===== src/verilog/iep_pkg.sv =====
// iep_pkg: offsets, field positions and reset values for the
// interrupt enable and priority block.
// assumes a 32-bit apb slave with byte addresses as printed.
package iep_pkg;
  localparam int          IEP_NSRC          = 7;
  localparam logic [11:0] IEP_ENABLE_OFS    = 12'h0a8;
  localparam logic [11:0] IEP_PRIORITY_OFS  = 12'h0b8;
  localparam logic [11:0] IEP_PENDING_OFS   = 12'h0c0;
  localparam logic [11:0] IEP_VECTOR_OFS    = 12'h0c4;
  localparam int          IEP_GLOBAL_BIT    = 7;
  localparam int          IEP_PRIO_TOP_BIT  = 7;
  localparam logic [7:0]  IEP_ENABLE_RST    = 8'h00;
  localparam logic [6:0]  IEP_PRIORITY_RST  = 7'h00;
  localparam logic [2:0]  IEP_NONE_ID       = 3'h7;
  // source positions, bit 0 upward
  localparam int IEP_SRC_EXT0   = 0;
  localparam int IEP_SRC_TIMER0 = 1;
  localparam int IEP_SRC_EXT1   = 2;
  localparam int IEP_SRC_TIMER1 = 3;
  localparam int IEP_SRC_UART0  = 4;
  localparam int IEP_SRC_TIMER2 = 5;
  localparam int IEP_SRC_UART1  = 6;

  typedef enum logic [2:0]
  {
    IEP_IDLE = 3'b001,
    IEP_LOW  = 3'b010,
    IEP_HIGH = 3'b100
  } iep_level_t;

  // lowest set bit wins; returns none id when empty
  function automatic logic [2:0] iep_first(input logic [6:0] v);
    logic [2:0] id;
    id = IEP_NONE_ID;
    for (int i = IEP_NSRC - 1; i >= 0; i--)
    begin
      if (v[i])
      begin
        id = 3'(i);
      end
    end
    return id;
  endfunction
endpackage


===== src/verilog/iep_select.sv =====
// iep_select: picks the winning source among gated requests.
// assumes requests are already masked by the enables.
`timescale 1ns/1ps
`default_nettype none
module iep_select
  import iep_pkg::*;
(
  // requests and levels
  input  wire logic [6:0] req,
  input  wire logic [6:0] high_sel,
  // winner
  output logic            hi_valid,
  output logic            lo_valid,
  output logic [2:0]      hi_id,
  output logic [2:0]      lo_id
);
  logic [6:0] hi_req;
  logic [6:0] lo_req;

  assign hi_req   = req & high_sel;
  assign lo_req   = req & ~high_sel;
  assign hi_valid = |hi_req;
  assign lo_valid = |lo_req;
  assign hi_id    = iep_first(hi_req);
  assign lo_id    = iep_first(lo_req);
endmodule
`default_nettype wire


===== src/verilog/iep_apb.sv =====
// iep_apb: apb slave front end, zero wait state.
// assumes apb master holds the request until pready.
`timescale 1ns/1ps
`default_nettype none
module iep_apb
  import iep_pkg::*;
(
  // apb
  input  wire logic        clk,
  input  wire logic        srst,
  input  wire logic        psel,
  input  wire logic        penable,
  input  wire logic        pwrite,
  input  wire logic [11:0] paddr,
  input  wire logic [31:0] rdata_mux,
  output logic             pready,
  output logic [31:0]      prdata,
  // decoded access
  output logic             wr_stb,
  output logic             rd_stb
);
  assign pready = 1'b1;
  assign wr_stb = psel & penable & pwrite;
  assign rd_stb = psel & ~penable & ~pwrite;

  // data captured in setup so it stands through the access phase
  always_ff @(posedge clk)
  begin
    if (srst)
    begin
      prdata <= 32'h0;
    end
    else if (rd_stb)
    begin
      prdata <= rdata_mux;
    end
  end
endmodule
`default_nettype wire


===== src/verilog/iep_top.sv =====
// iep_top: interrupt enable and two-level priority for seven sources.
// assumes request lines are levels synchronous to clk and held by the
// source until serviced; the core acknowledges and returns by pulses.
`timescale 1ns/1ps
`default_nettype none
//
// Contract
// - top enable bit gates every source
// - enable bits six to zero per source
// - priority bit seven reads one, unstored
// - priority bits six to zero per source
// - priority one means high level
// - all seven priority bits raise sources
module iep_top
  import iep_pkg::*;
(
  // clock and reset
  input  wire logic        clk,
  input  wire logic        srst,
  // apb
  input  wire logic        psel,
  input  wire logic        penable,
  input  wire logic        pwrite,
  input  wire logic [11:0] paddr,
  input  wire logic [31:0] pwdata,
  output logic             pready,
  output logic [31:0]      prdata,
  output logic             pslverr,
  // peripheral requests
  input  wire logic [6:0]  src_req,
  // core side
  output logic             irq_valid,
  output logic [2:0]       irq_id,
  output logic             irq_is_high,
  input  wire logic        irq_ack,
  input  wire logic        irq_return,
  output logic [1:0]       in_service
);
  logic [7:0]  enable_r;
  logic [6:0]  priority_r;
  logic [6:0]  gated;
  logic        hi_valid;
  logic        lo_valid;
  logic [2:0]  hi_id;
  logic [2:0]  lo_id;
  logic        wr_stb;
  logic        rd_stb;
  logic [31:0] rdata_mux;
  logic        irq_valid_nxt;
  logic [2:0]  irq_id_nxt;
  logic        irq_high_nxt;
  logic        low_act_r;
  logic        high_act_r;
  iep_level_t  level_r;

  iep_apb u_apb
  (
    .clk       (clk),
    .srst      (srst),
    .psel      (psel),
    .penable   (penable),
    .pwrite    (pwrite),
    .paddr     (paddr),
    .rdata_mux (rdata_mux),
    .pready    (pready),
    .prdata    (prdata),
    .wr_stb    (wr_stb),
    .rd_stb    (rd_stb)
  );

  assign pslverr = 1'b0;

  // enable register, global bit on top
  always_ff @(posedge clk)
  begin
    if (srst)
    begin
      enable_r <= IEP_ENABLE_RST;
    end
    else if (wr_stb && paddr == IEP_ENABLE_OFS)
    begin
      enable_r <= pwdata[7:0];
    end
  end

  // priority register; bit seven has no flop
  always_ff @(posedge clk)
  begin
    if (srst)
    begin
      priority_r <= IEP_PRIORITY_RST;
    end
    else if (wr_stb && paddr == IEP_PRIORITY_OFS)
    begin
      priority_r <= pwdata[6:0];
    end
  end

  always_comb
  begin
    rdata_mux = 32'h0;
    if (paddr == IEP_ENABLE_OFS)
    begin
      rdata_mux = {24'h0, enable_r};
    end
    else if (paddr == IEP_PRIORITY_OFS)
    begin
      rdata_mux = {24'h0, 1'b1, priority_r};
    end
    else if (paddr == IEP_PENDING_OFS)
    begin
      rdata_mux = {25'h0, src_req};
    end
    else if (paddr == IEP_VECTOR_OFS)
    begin
      rdata_mux = {26'h0, high_act_r, low_act_r, irq_valid, irq_id};
    end
  end

  // global gate over individual gates
  assign gated = enable_r[IEP_GLOBAL_BIT] ?
                 (src_req & enable_r[6:0]) : 7'h00;

  iep_select u_sel
  (
    .req      (gated),
    .high_sel (priority_r),
    .hi_valid (hi_valid),
    .lo_valid (lo_valid),
    .hi_id    (hi_id),
    .lo_id    (lo_id)
  );

  // high requests may preempt a low service; nothing preempts high
  always_comb
  begin
    irq_valid_nxt = 1'b0;
    irq_id_nxt    = IEP_NONE_ID;
    irq_high_nxt  = 1'b0;
    if (hi_valid && !high_act_r)
    begin
      irq_valid_nxt = 1'b1;
      irq_id_nxt    = hi_id;
      irq_high_nxt  = 1'b1;
    end
    else if (lo_valid && !high_act_r && !low_act_r)
    begin
      irq_valid_nxt = 1'b1;
      irq_id_nxt    = lo_id;
    end
  end

  always_ff @(posedge clk)
  begin
    if (srst)
    begin
      irq_valid   <= 1'b0;
      irq_id      <= IEP_NONE_ID;
      irq_is_high <= 1'b0;
    end
    else
    begin
      irq_valid   <= irq_valid_nxt & ~irq_ack;
      irq_id      <= irq_id_nxt;
      irq_is_high <= irq_high_nxt;
    end
  end

  // service nesting: ack enters the level shown, return leaves the top
  always_ff @(posedge clk)
  begin
    if (srst)
    begin
      low_act_r  <= 1'b0;
      high_act_r <= 1'b0;
      level_r    <= IEP_IDLE;
    end
    else if (irq_ack && irq_valid)
    begin
      if (irq_is_high)
      begin
        high_act_r <= 1'b1;
        level_r    <= IEP_HIGH;
      end
      else
      begin
        low_act_r <= 1'b1;
        level_r   <= IEP_LOW;
      end
    end
    else if (irq_return)
    begin
      case (level_r)
        IEP_HIGH:
        begin
          high_act_r <= 1'b0;
          level_r    <= low_act_r ? IEP_LOW : IEP_IDLE;
        end
        IEP_LOW:
        begin
          low_act_r <= 1'b0;
          level_r   <= IEP_IDLE;
        end
        default:
        begin
          level_r <= IEP_IDLE;
        end
      endcase
    end
  end

  assign in_service = {high_act_r, low_act_r};
endmodule
`default_nettype wire


===== config.mk =====
export PLATFORM = sky130hd
export DESIGN_NAME = iep_top
export DESIGN_NICKNAME = d
export VERILOG_FILES = /design/src/verilog/iep_pkg.sv /design/src/verilog/iep_select.sv /design/src/verilog/iep_apb.sv /design/src/verilog/iep_top.sv
export SDC_FILE = /design/constraint.sdc
export NUM_CORES = 1
export LEC_CHECK = 0
export BUFFER_PORTS_ARGS = -buffer_cell sky130_fd_sc_hd__clkbuf_2
export CORE_MARGIN = 3
export CORE_UTILIZATION = 36
export CTS_CLUSTER_DIAMETER = 100
export DETAILED_ROUTE_END_ITERATION = 10
export GPL_TIMING_DRIVEN = 0
export PLACE_DENSITY = 0.68
export SYNTH_ARGS = -nofsm -noshare
export SYNTH_HDL_FRONTEND = slang
export SYNTH_SLANG_ARGS = --single-unit

===== constraint.sdc =====
create_clock -name clk -period 1.7 [get_ports clk]
set_input_delay 0.34 -clock clk [delete_from_list [all_inputs] [get_ports clk]]
set_output_delay 0.34 -clock clk [all_outputs]
set_load 0.03 [all_outputs]

# Word level (Yosys, flattened, before mapping)
# Cells that the tools add are included.
dict set report word_totals {
  ff_bits 57
  inputBits 58
  out_inout_bits 41
  elab_cells 81
}
dict set report classes {
  n_eq_ne 8
  mux 37
  n_bitwise 12
  n_reduce_logical 15
}
# op n
set op_table {}
lappend op_table {{$eq 12x8->1 const B} 4}
lappend op_table {{$mux 3} 13}
lappend op_table {{$and 7x7->7} 3}
lappend op_table {{$mux 8} 2}
lappend op_table {{$mux 7} 2}
lappend op_table {{$reduce_or 7->1} 2}
lappend op_table {{$mux 1} 13}
lappend op_table {{$mux 2} 6}
lappend op_table {{$not 7->7} 1}
lappend op_table {{$logic_and 1x1->1} 6}
lappend op_table {{$mux 6} 1}
lappend op_table {{$reduce_and 3->1} 2}
lappend op_table {{$reduce_bool 2->1} 3}
lappend op_table {{$and 1x1->1} 5}
lappend op_table {{$ne 2x2->1 const B} 2}
lappend op_table {{$eq 3x2->1 const B} 1}
lappend op_table {{$eq 3x3->1 const B} 1}
lappend op_table {{$not 1->1} 3}
lappend op_table {{$logic_not 1->1} 2}

# Longest topological paths before layout
# Gate-level depths: netlist of the first run.
dict set report depth {
  ltp_word 12
  mapped_depth 7
  ltp_nobuf 5
}

# Cells and area by module
# Synthesis of the first run repeated with hierarchy kept, for this count alone.
dict set report unflattened {
  hier_cells 325
  area_unflattened_um2 3128.0
}
# mod instances cells_each area_per_inst_um2 seq_area_each_um2
set modules_own_cells {}
lappend modules_own_cells {iep_apb 1 143 1491.4 640.6}
lappend modules_own_cells {iep_top 1 153 1415.1 500.5}
lappend modules_own_cells {iep_select 1 29 221.5 0.0}

# Worst setup path after synthesis of the first run
# Ideal clock, no wire load.
dict set report synth_timing {
  path_kind {input-to-reg}
  start {input paddr[2]}
  end {register enable_r[0]}
  setup_ns 0.128
  arrival_ns 1.524
  slack_ns 0.048
  cell_stages 7
  path_buffers 2
  cell_sequence {buf_4 > and4bb_2 > and3_1 > and4b_1 > buf_4 > mux2i_1 > nor2_1}
}
dict set report synth_via {
  elab_chain_len 2
}
# element line_no
set synth_lines {}
lappend synth_lines {{start: declaration} iep_top.sv:24} ;# input wire logic [11:0] paddr,
lappend synth_lines {{$eq 12x8->1} iep_top.sv:80} ;# else if (wr_stb && paddr == IEP_ENABLE_OFS)
lappend synth_lines {{$logic_and 1x1->1} iep_top.sv:80}
lappend synth_lines {{end signal: assignment} iep_top.sv:82} ;# enable_r <= pwdata[7:0];
lappend synth_lines {{end: declaration} iep_top.sv:39} ;# logic [7:0] enable_r;
# No other way between the ends.
# A chain may end at the register's enable or synchronous reset.

# Final worst setup path of the first run
dict set report layout_timing {
  start {register enable_r[7]}
  end {register irq_id[1]}
}
dict set report layout_via {
  elab_chain_len 10
}
# element line_no
set layout_lines {}
lappend layout_lines {{$mux 7 *} iep_top.sv:121} ;# assign gated = enable_r[IEP_GLOBAL_BIT] ?
lappend layout_lines {{$and 7x7->7} iep_select.sv:21} ;# assign lo_req = req & ~high_sel;
lappend layout_lines {{$mux 2 (2 in series)} iep_pkg.sv:37} ;# if (v[i])
lappend layout_lines {{$mux 3 (4 in series)} iep_pkg.sv:37}
lappend layout_lines {{$mux 3} iep_top.sv:146} ;# else if (lo_valid && !high_act_r && !low_act_r)
lappend layout_lines {{$mux 3 *} iep_top.sv:140} ;# if (hi_valid && !high_act_r)
lappend layout_lines {{end signal: assignment} iep_top.sv:164} ;# irq_id <= irq_id_nxt;
lappend layout_lines {{end: declaration} iep_top.sv:33} ;# output logic [2:0] irq_id,
# Mark *: on every way between the ends. The rest lies on a longest branch, timed or not.

==> summary.txt, run 1 <==
Flow run
  • Max-cap viol count: 0

Timing
  • Slew margin rel.: 0.653
  • WHS: 0.248 ns
  • Worst slew pin tran: 0.520 ns
  • Setup violators final: 0
  • Final hold vios: 0
  • RSZ-0062 raised after global routing: yes
  • Worst Clk Skew: 0.00360 ns
  • Final period util: 0.940
  • Min cycle time layout: 1.60 ns
  • Fmax: 626 MHz
  • Final Max Slew Viols: 0

Synth
  • Post-synth EDFFs: 0
  • Largest cells by area after synthesis: dfxtp_1 (34%), mux2i_1 (12%), buf_4 (12%)
  • Top-area cell type share of the netlist area: 0.340
  • Synth warn: 0
  • Mean Syn Cell Area: 8.79 µm²
  • Mapped Area: 1940 µm²
  • Post-synthesis cell type with the largest combined area: dfxtp_1
  • Mapped Cells: 221
  • Count of cell types in the netlist: 43
  • Yosys reg bits: 33
  • Dominant synthesized flop cell: dfxtp_1
  • Post-synthesis sequential area ratio: 0.340
  • Ys async rst share: 0

Place
  • Gpl congestion: 0.898
  • PortBufs: 47
  • Dpl hpwl: 3.93 mm

Detailed routing
  • Final wirelength: 4.83 mm
  • Wire per inst: 13.1 µm
  • Drt pass-1 iters: 6
  • Vias per std cell: 4.87
  • Via count: 1,796
  • Final antenna-violating net count: 0
  • DRC viols: 0
  • Initial drt markers: 111

Floorplanning
  • Total core area: 5170 µm²
  • Initial Utilization: 0.375
  • Die width: 79.4 µm
  • Full die area: 6310 µm²
  • FP Rows: 26
  • # IOs: 99
  • Chip height: 79.4 µm

Setup path
  • Worst path cell trace: buf_6 > nand4_2 > and4_4 > a21o_4 > a311o_1 > nand3_1
  • Critical path endpoint category: flip-flop
  • CP arrival: 1.82 ns
  • Worst path bufs/invs: 1
  • Critical Path RT: 1.93 ns
  • CP startpoint kind: flip-flop
  • CP max FO: 10
  • Worst r2r path cells: 6
  • Crit. path cell count: 6
  • CP peak stage delay: 0.38 ns
  • Critical path class: flip-flop to flip-flop
  • CP top delay family: compound AO/OA/AOI/OAI gates
  • Slowest CP cell: dfxtp_4

Clocking
  • Postcts setup bufs: 0
  • CTS tree: yes
  • CTS Buffer Depth: 2
  • Worst-path clk slew: 0.07 ns
  • Cts bufs inserted: 5
  • Skew-Pair Late Insertion Delay: 0.28 ns
  • CTS Sinks: 33
  • Htree depth: 2
  • # hold bufs at CTS: 0
  • Root Buffer: clkbuf_8

Layout
  • Multi-input gate area: 1140 µm²
  • NumNets Final: 357
  • Filler cells: 515
  • Seq. cell area: 666 µm²
  • Final core occ: 0.479
  • ANT cells: 0
  • P&R area growth vs syn: 27.7%
  • Fraction of layout cells with a size suffix above 1: 0.324

Run status
  • Run status: finished, final reports clean

Pwr
  • Static Leak: 1.18 nW
  • Worst VDD drop: 0.000382 V
  • Pwr dens: 646 nW/µm²

Global route
  • Vias in the first global route: 1,590
  • Global-route wire length before repair: 7.68 mm
  • Met1 usage: 0.211
  • GRT overflow: 0
  • Largest net degree at the start of global routing: 11
  • Initial antenna violation count: 0
  • Grt met2 use: 0.238
  • GR peak layer: met2
  • GR Layer Usage met3: 0.0361
  • Tot GR Track Use: 0.154

Worst hold path
  • Hold Path Depth: 2
  • Hold Crit Class: input port to flip-flop
[state kept, by name, indices dropped and copies added (netlist names)]
name          count
low_act_r         1
irq_is_high       1
irq_valid         1
enable_r          8
u_apb.prdata      8
priority_r        7
high_act_r        1
level_r           3
irq_id            3
[layer usage]
layer / share of wire / up-vias
met5: 0 / -
li1: - / 915
met1: 0.45 / 810
met3: 0.068 / 5
met4: 0.0089 / 0
met2: 0.47 / 66
[per-stage QoR]
stage / area [µm²] / setup TNS (ns) / worst slack [ns] / power [mW] / cells
3_5_place_dp: 2350 / -2.58 / -0.229 / 1.02 / 362
6_report: 2480 / 0 / 0.102 / 1.60 / 369
5_1_grt: 2480 / -0.00162 / -0.00162 / 1.66 / 369
4_1_cts: 2470 / 0 / 0.0497 / 1.60 / 369
2_1_floorplan: 2030 / 0 / 0.0483 / 0.959 / 245
3_3_place_gp: 2350 / -1.87 / -0.200 / 1.02 / 362
[cell families after synthesis]
kind of cell           Yosys count  share of synthesized area
flip-flops                      33                      0.340
multiplexers                    23                      0.119
AO/OA/AOI/OAI                   37                      0.137
AND/OR/NAND/NOR                 87                      0.263
other                            2                    0.00387
buffers and inverters           39                      0.137
[power breakdown]
part,leakage (nW),total [mW],internal (mW),switching (mW)
sequential,0.267,0.773,0.773,0.000448
combinational,0.863,0.235,0.0890,0.146
clock,0.0443,0.593,0.321,0.272
[cell usage after synthesis (2+ instances only)]
cell type / count
dfxtp_1: 33
buf_4: 30
nor2_1: 26
mux2i_1: 23
nand2_1: 13
a21oi_1: 11
nand4_1: 8
and4b_1: 7
nor2b_1: 7
o311ai_0: 7
clkbuf_1: 6
o22ai_1: 6
nand3_1: 4
nand2b_1: 3
nor3_1: 3
and2_1: 2
conb_1: 2
inv_1: 2
nand3b_1: 2
nand4_2: 2
o21ai_0: 2
[path summary, 6_finish.rpt]
path,end,slack [ns],start
hold / removal,irq_valid,0.25,irq_ack
setup / recovery,irq_id[1],0.10,enable_r[7]
hold reg to reg,u_apb.prdata[3],0.46,u_apb.prdata[3]
setup reg to reg,irq_id[1],0.10,enable_r[7]
[placed cells by master (no fill, tap or decap), types with 4 or more instances in the layout]
master	count
nor2b_1	7
and4b_1	6
nand4_1	8
nand3_1	4
clkbuf_8	6
a21oi_1	11
nor2_1	26
dfxtp_1	31
o22ai_1	6
o311ai_0	5
conb_1	26
buf_4	30
clkbuf_1	7
nand2_1	13
clkbuf_2	47
mux2i_1	23
[cell type report]
| type | instances | share of cell area |
|---|---|---|
| multi-input combinational | 173 | 0.459 |
| sequential | 33 | 0.268 |
| buffer | 37 | 0.104 |
| timing repair buffer | 47 | 0.0949 |
| tap | 70 | 0.0353 |
| clock buffer | 7 | 0.0348 |
| inverter | 2 | 0.00303 |
[repair_timing]
item,CTS,global route
gates resized for setup,4,6
endpoints found under the hold margin,0,0
pin swaps,0,1
endpoints found under the setup margin,4,5
(Power assumes the default switching activity.)
==> run 2, diff against run 1 <==
- CTS_BUF_LIST: not set -> sky130_fd_sc_hd__clkbuf_4 sky130_fd_sc_hd__clkbuf_8
==> run 2 against run 1 <==
Compared with the run above:
- global-route usage up 0.071 points
- via count unchanged
- count of clock-buffer cells in the layout unchanged
- clock skew down 0.0012 ns
- combinational power about the same
- die area unchanged
- register-to-register slack about the same
- largest power group unchanged
==> summary.txt, run 2 (synthesis results as in run 1) <==
Pwr
  • P_int: 1.20 mW
  • Static Leak: 1.18 nW
  • Clock power share: 0.378
  • Net Sw Frac: 0.260
  • Worst VDD drop: 0.000398 V
  • Logic pwr share: 0.145
  • Seq pwr share: 0.477
  • Pwr dens: 652 nW/µm²
  • NetSw: 0.421 mW

Timing
  • Final hold vios: 0
  • Final period util: 0.941
  • WHS: 0.248 ns
  • Fmax: 625 MHz
  • Min cycle time layout: 1.60 ns
  • Slew margin rel.: 0.654
  • Setup violators final: 0
  • RSZ-0062 raised after global routing: yes
  • Worst slew pin tran: 0.519 ns
  • Worst Clk Skew: 0.00242 ns
  • Worst setup margin: 0.101 ns
  • Final Max Slew Viols: 0

Clocking
  • Cts bufs inserted: 5
  • CTS Sinks: 33
  • Htree depth: 2
  • Worst-path clk slew: 0.07 ns
  • Postcts setup bufs: 0
  • CTS tree: yes
  • Skew-Pair Late Insertion Delay: 0.28 ns
  • CTS Buffer Depth: 2
  • Root Buffer: clkbuf_8

Setup path
  • CP startpoint kind: flip-flop
  • Worst path bufs/invs: 1
  • CP arrival: 1.83 ns
  • Critical Path RT: 1.93 ns
  • Critical path class: flip-flop to flip-flop
  • CP top delay family: compound AO/OA/AOI/OAI gates
  • CP max FO: 10
  • Worst path cell trace: buf_6 > nand4_2 > and4_4 > a21o_4 > a311o_1 > nand3_1
  • Slowest CP cell: dfxtp_4
  • Critical path endpoint category: flip-flop
  • CP peak stage delay: 0.38 ns

Detailed routing
  • Initial drt markers: 117
  • Drt pass-1 iters: 6
  • Vias per std cell: 4.87
  • Final wirelength: 4.83 mm
  • Via count: 1,796
  • DRC viols: 0
  • Final antenna-violating net count: 0
  • Wire per inst: 13.1 µm

Floorplanning
  • # IOs: 99
  • Initial Utilization: 0.375
  • Die width: 79.4 µm
  • Chip height: 79.4 µm
  • Full die area: 6310 µm²
  • FP Rows: 26
  • Total core area: 5170 µm²

Global route
  • Tot GR Track Use: 0.155
  • Largest net degree at the start of global routing: 11
  • Initial antenna violation count: 0
  • Vias in the first global route: 1,590
  • Global-route wire length before repair: 7.69 mm
  • GRT overflow: 0

Layout
  • Fraction of layout cells with a size suffix above 1: 0.328
  • NumNets Final: 357
  • Highest-count cells in the layout ignoring fill and taps: clkbuf_2 (47), dfxtp_1 (31), buf_4 (30)
  • Largest regs: enable_r x8, u_apb.prdata x8, priority_r x7
  • ANT cells: 0
  • Commonest non-fill, non-tap cell in the layout: clkbuf_2
  • Final core occ: 0.480
  • Fin cells: 369
  • P&R area growth vs syn: 27.9%

Place
  • Gpl congestion: 0.898
  • PortBufs: 47
  • Pre-CTS setup slack: -0.229 ns
  • Dpl hpwl: 3.93 mm
  • Placed Instances: 362

Flow run
  • Max-cap viol count: 0

Worst hold path
  • Hold Crit Class: input port to flip-flop

Run status
  • Run status: finished, final reports clean
## run 2: cell counts in the layout (fill, tap and decap cells not counted)
No cell type changed its count.
## run 2: final cells by class
cell class | instances | area (µm²)
Buffer | 37 | 259
Tap cell | 70 | 87.6
Fill cell | 516 | 2690
Clock buffer | 7 | 90.1
Timing Repair Buffer | 47 | 235
Inverter | 2 | 7.51
Sequential cell | 33 | 666
Multi-Input combinational cell | 173 | 1140
## run 2: repair_timing
| item | in CTS | in global routing |
|---|---|---|
| endpoints found under the hold margin | 0 | 0 |
| setup endpoints to repair | 4 | 5 |
| hold buffers | 0 | 0 |
| pin swaps | 0 | 1 |
| resized for setup | 4 | 6 |
## run 2: power by group through the flow
stage	registers, mW	logic [mW]	clock network [mW]
2_1_floorplan	0.794	0.164	0
3_3_place_gp	0.792	0.229	0
3_5_place_dp	0.792	0.231	0
4_1_cts	0.775	0.232	0.611
5_1_grt	0.772	0.252	0.656
6_report	0.773	0.235	0.612
## run 2: worst register-to-register path: cells and delay by family (launching register included)
kind | cells | cell delay, ns
buf+inv | 1 | 0.15
simple gates | 3 | 0.47
flops | 1 | 0.38
compound gates | 2 | 0.55
## run 2: final timing paths
kind              startpoint              end  slack, ns  cells past startpoint
max              enable_r[7]        irq_id[1]       0.10                      6
min                  irq_ack        irq_valid       0.25                      2
max reg2reg      enable_r[7]        irq_id[1]       0.10                      6
min reg2reg  u_apb.prdata[3]  u_apb.prdata[3]       0.46                      2
## run 2: metrics by stage
step	total power, mW	area (µm²)	TNS (ns)
2_1_floorplan	0.959	2030	0
3_3_place_gp	1.02	2350	-1.87
3_5_place_dp	1.02	2350	-2.58
4_1_cts	1.62	2470	0
5_1_grt	1.68	2480	-0.00139
6_report	1.62	2480	0
## run 2: layer usage
metal | vias up | track usage | wire (µm)
met5 | - | 0 | 0
met4 | 0 | 0.0498 | 44
met3 | 5 | 0.0395 | 323
met2 | 64 | 0.238 | 2280
met1 | 812 | 0.211 | 2190
li1 | 915 | - | -
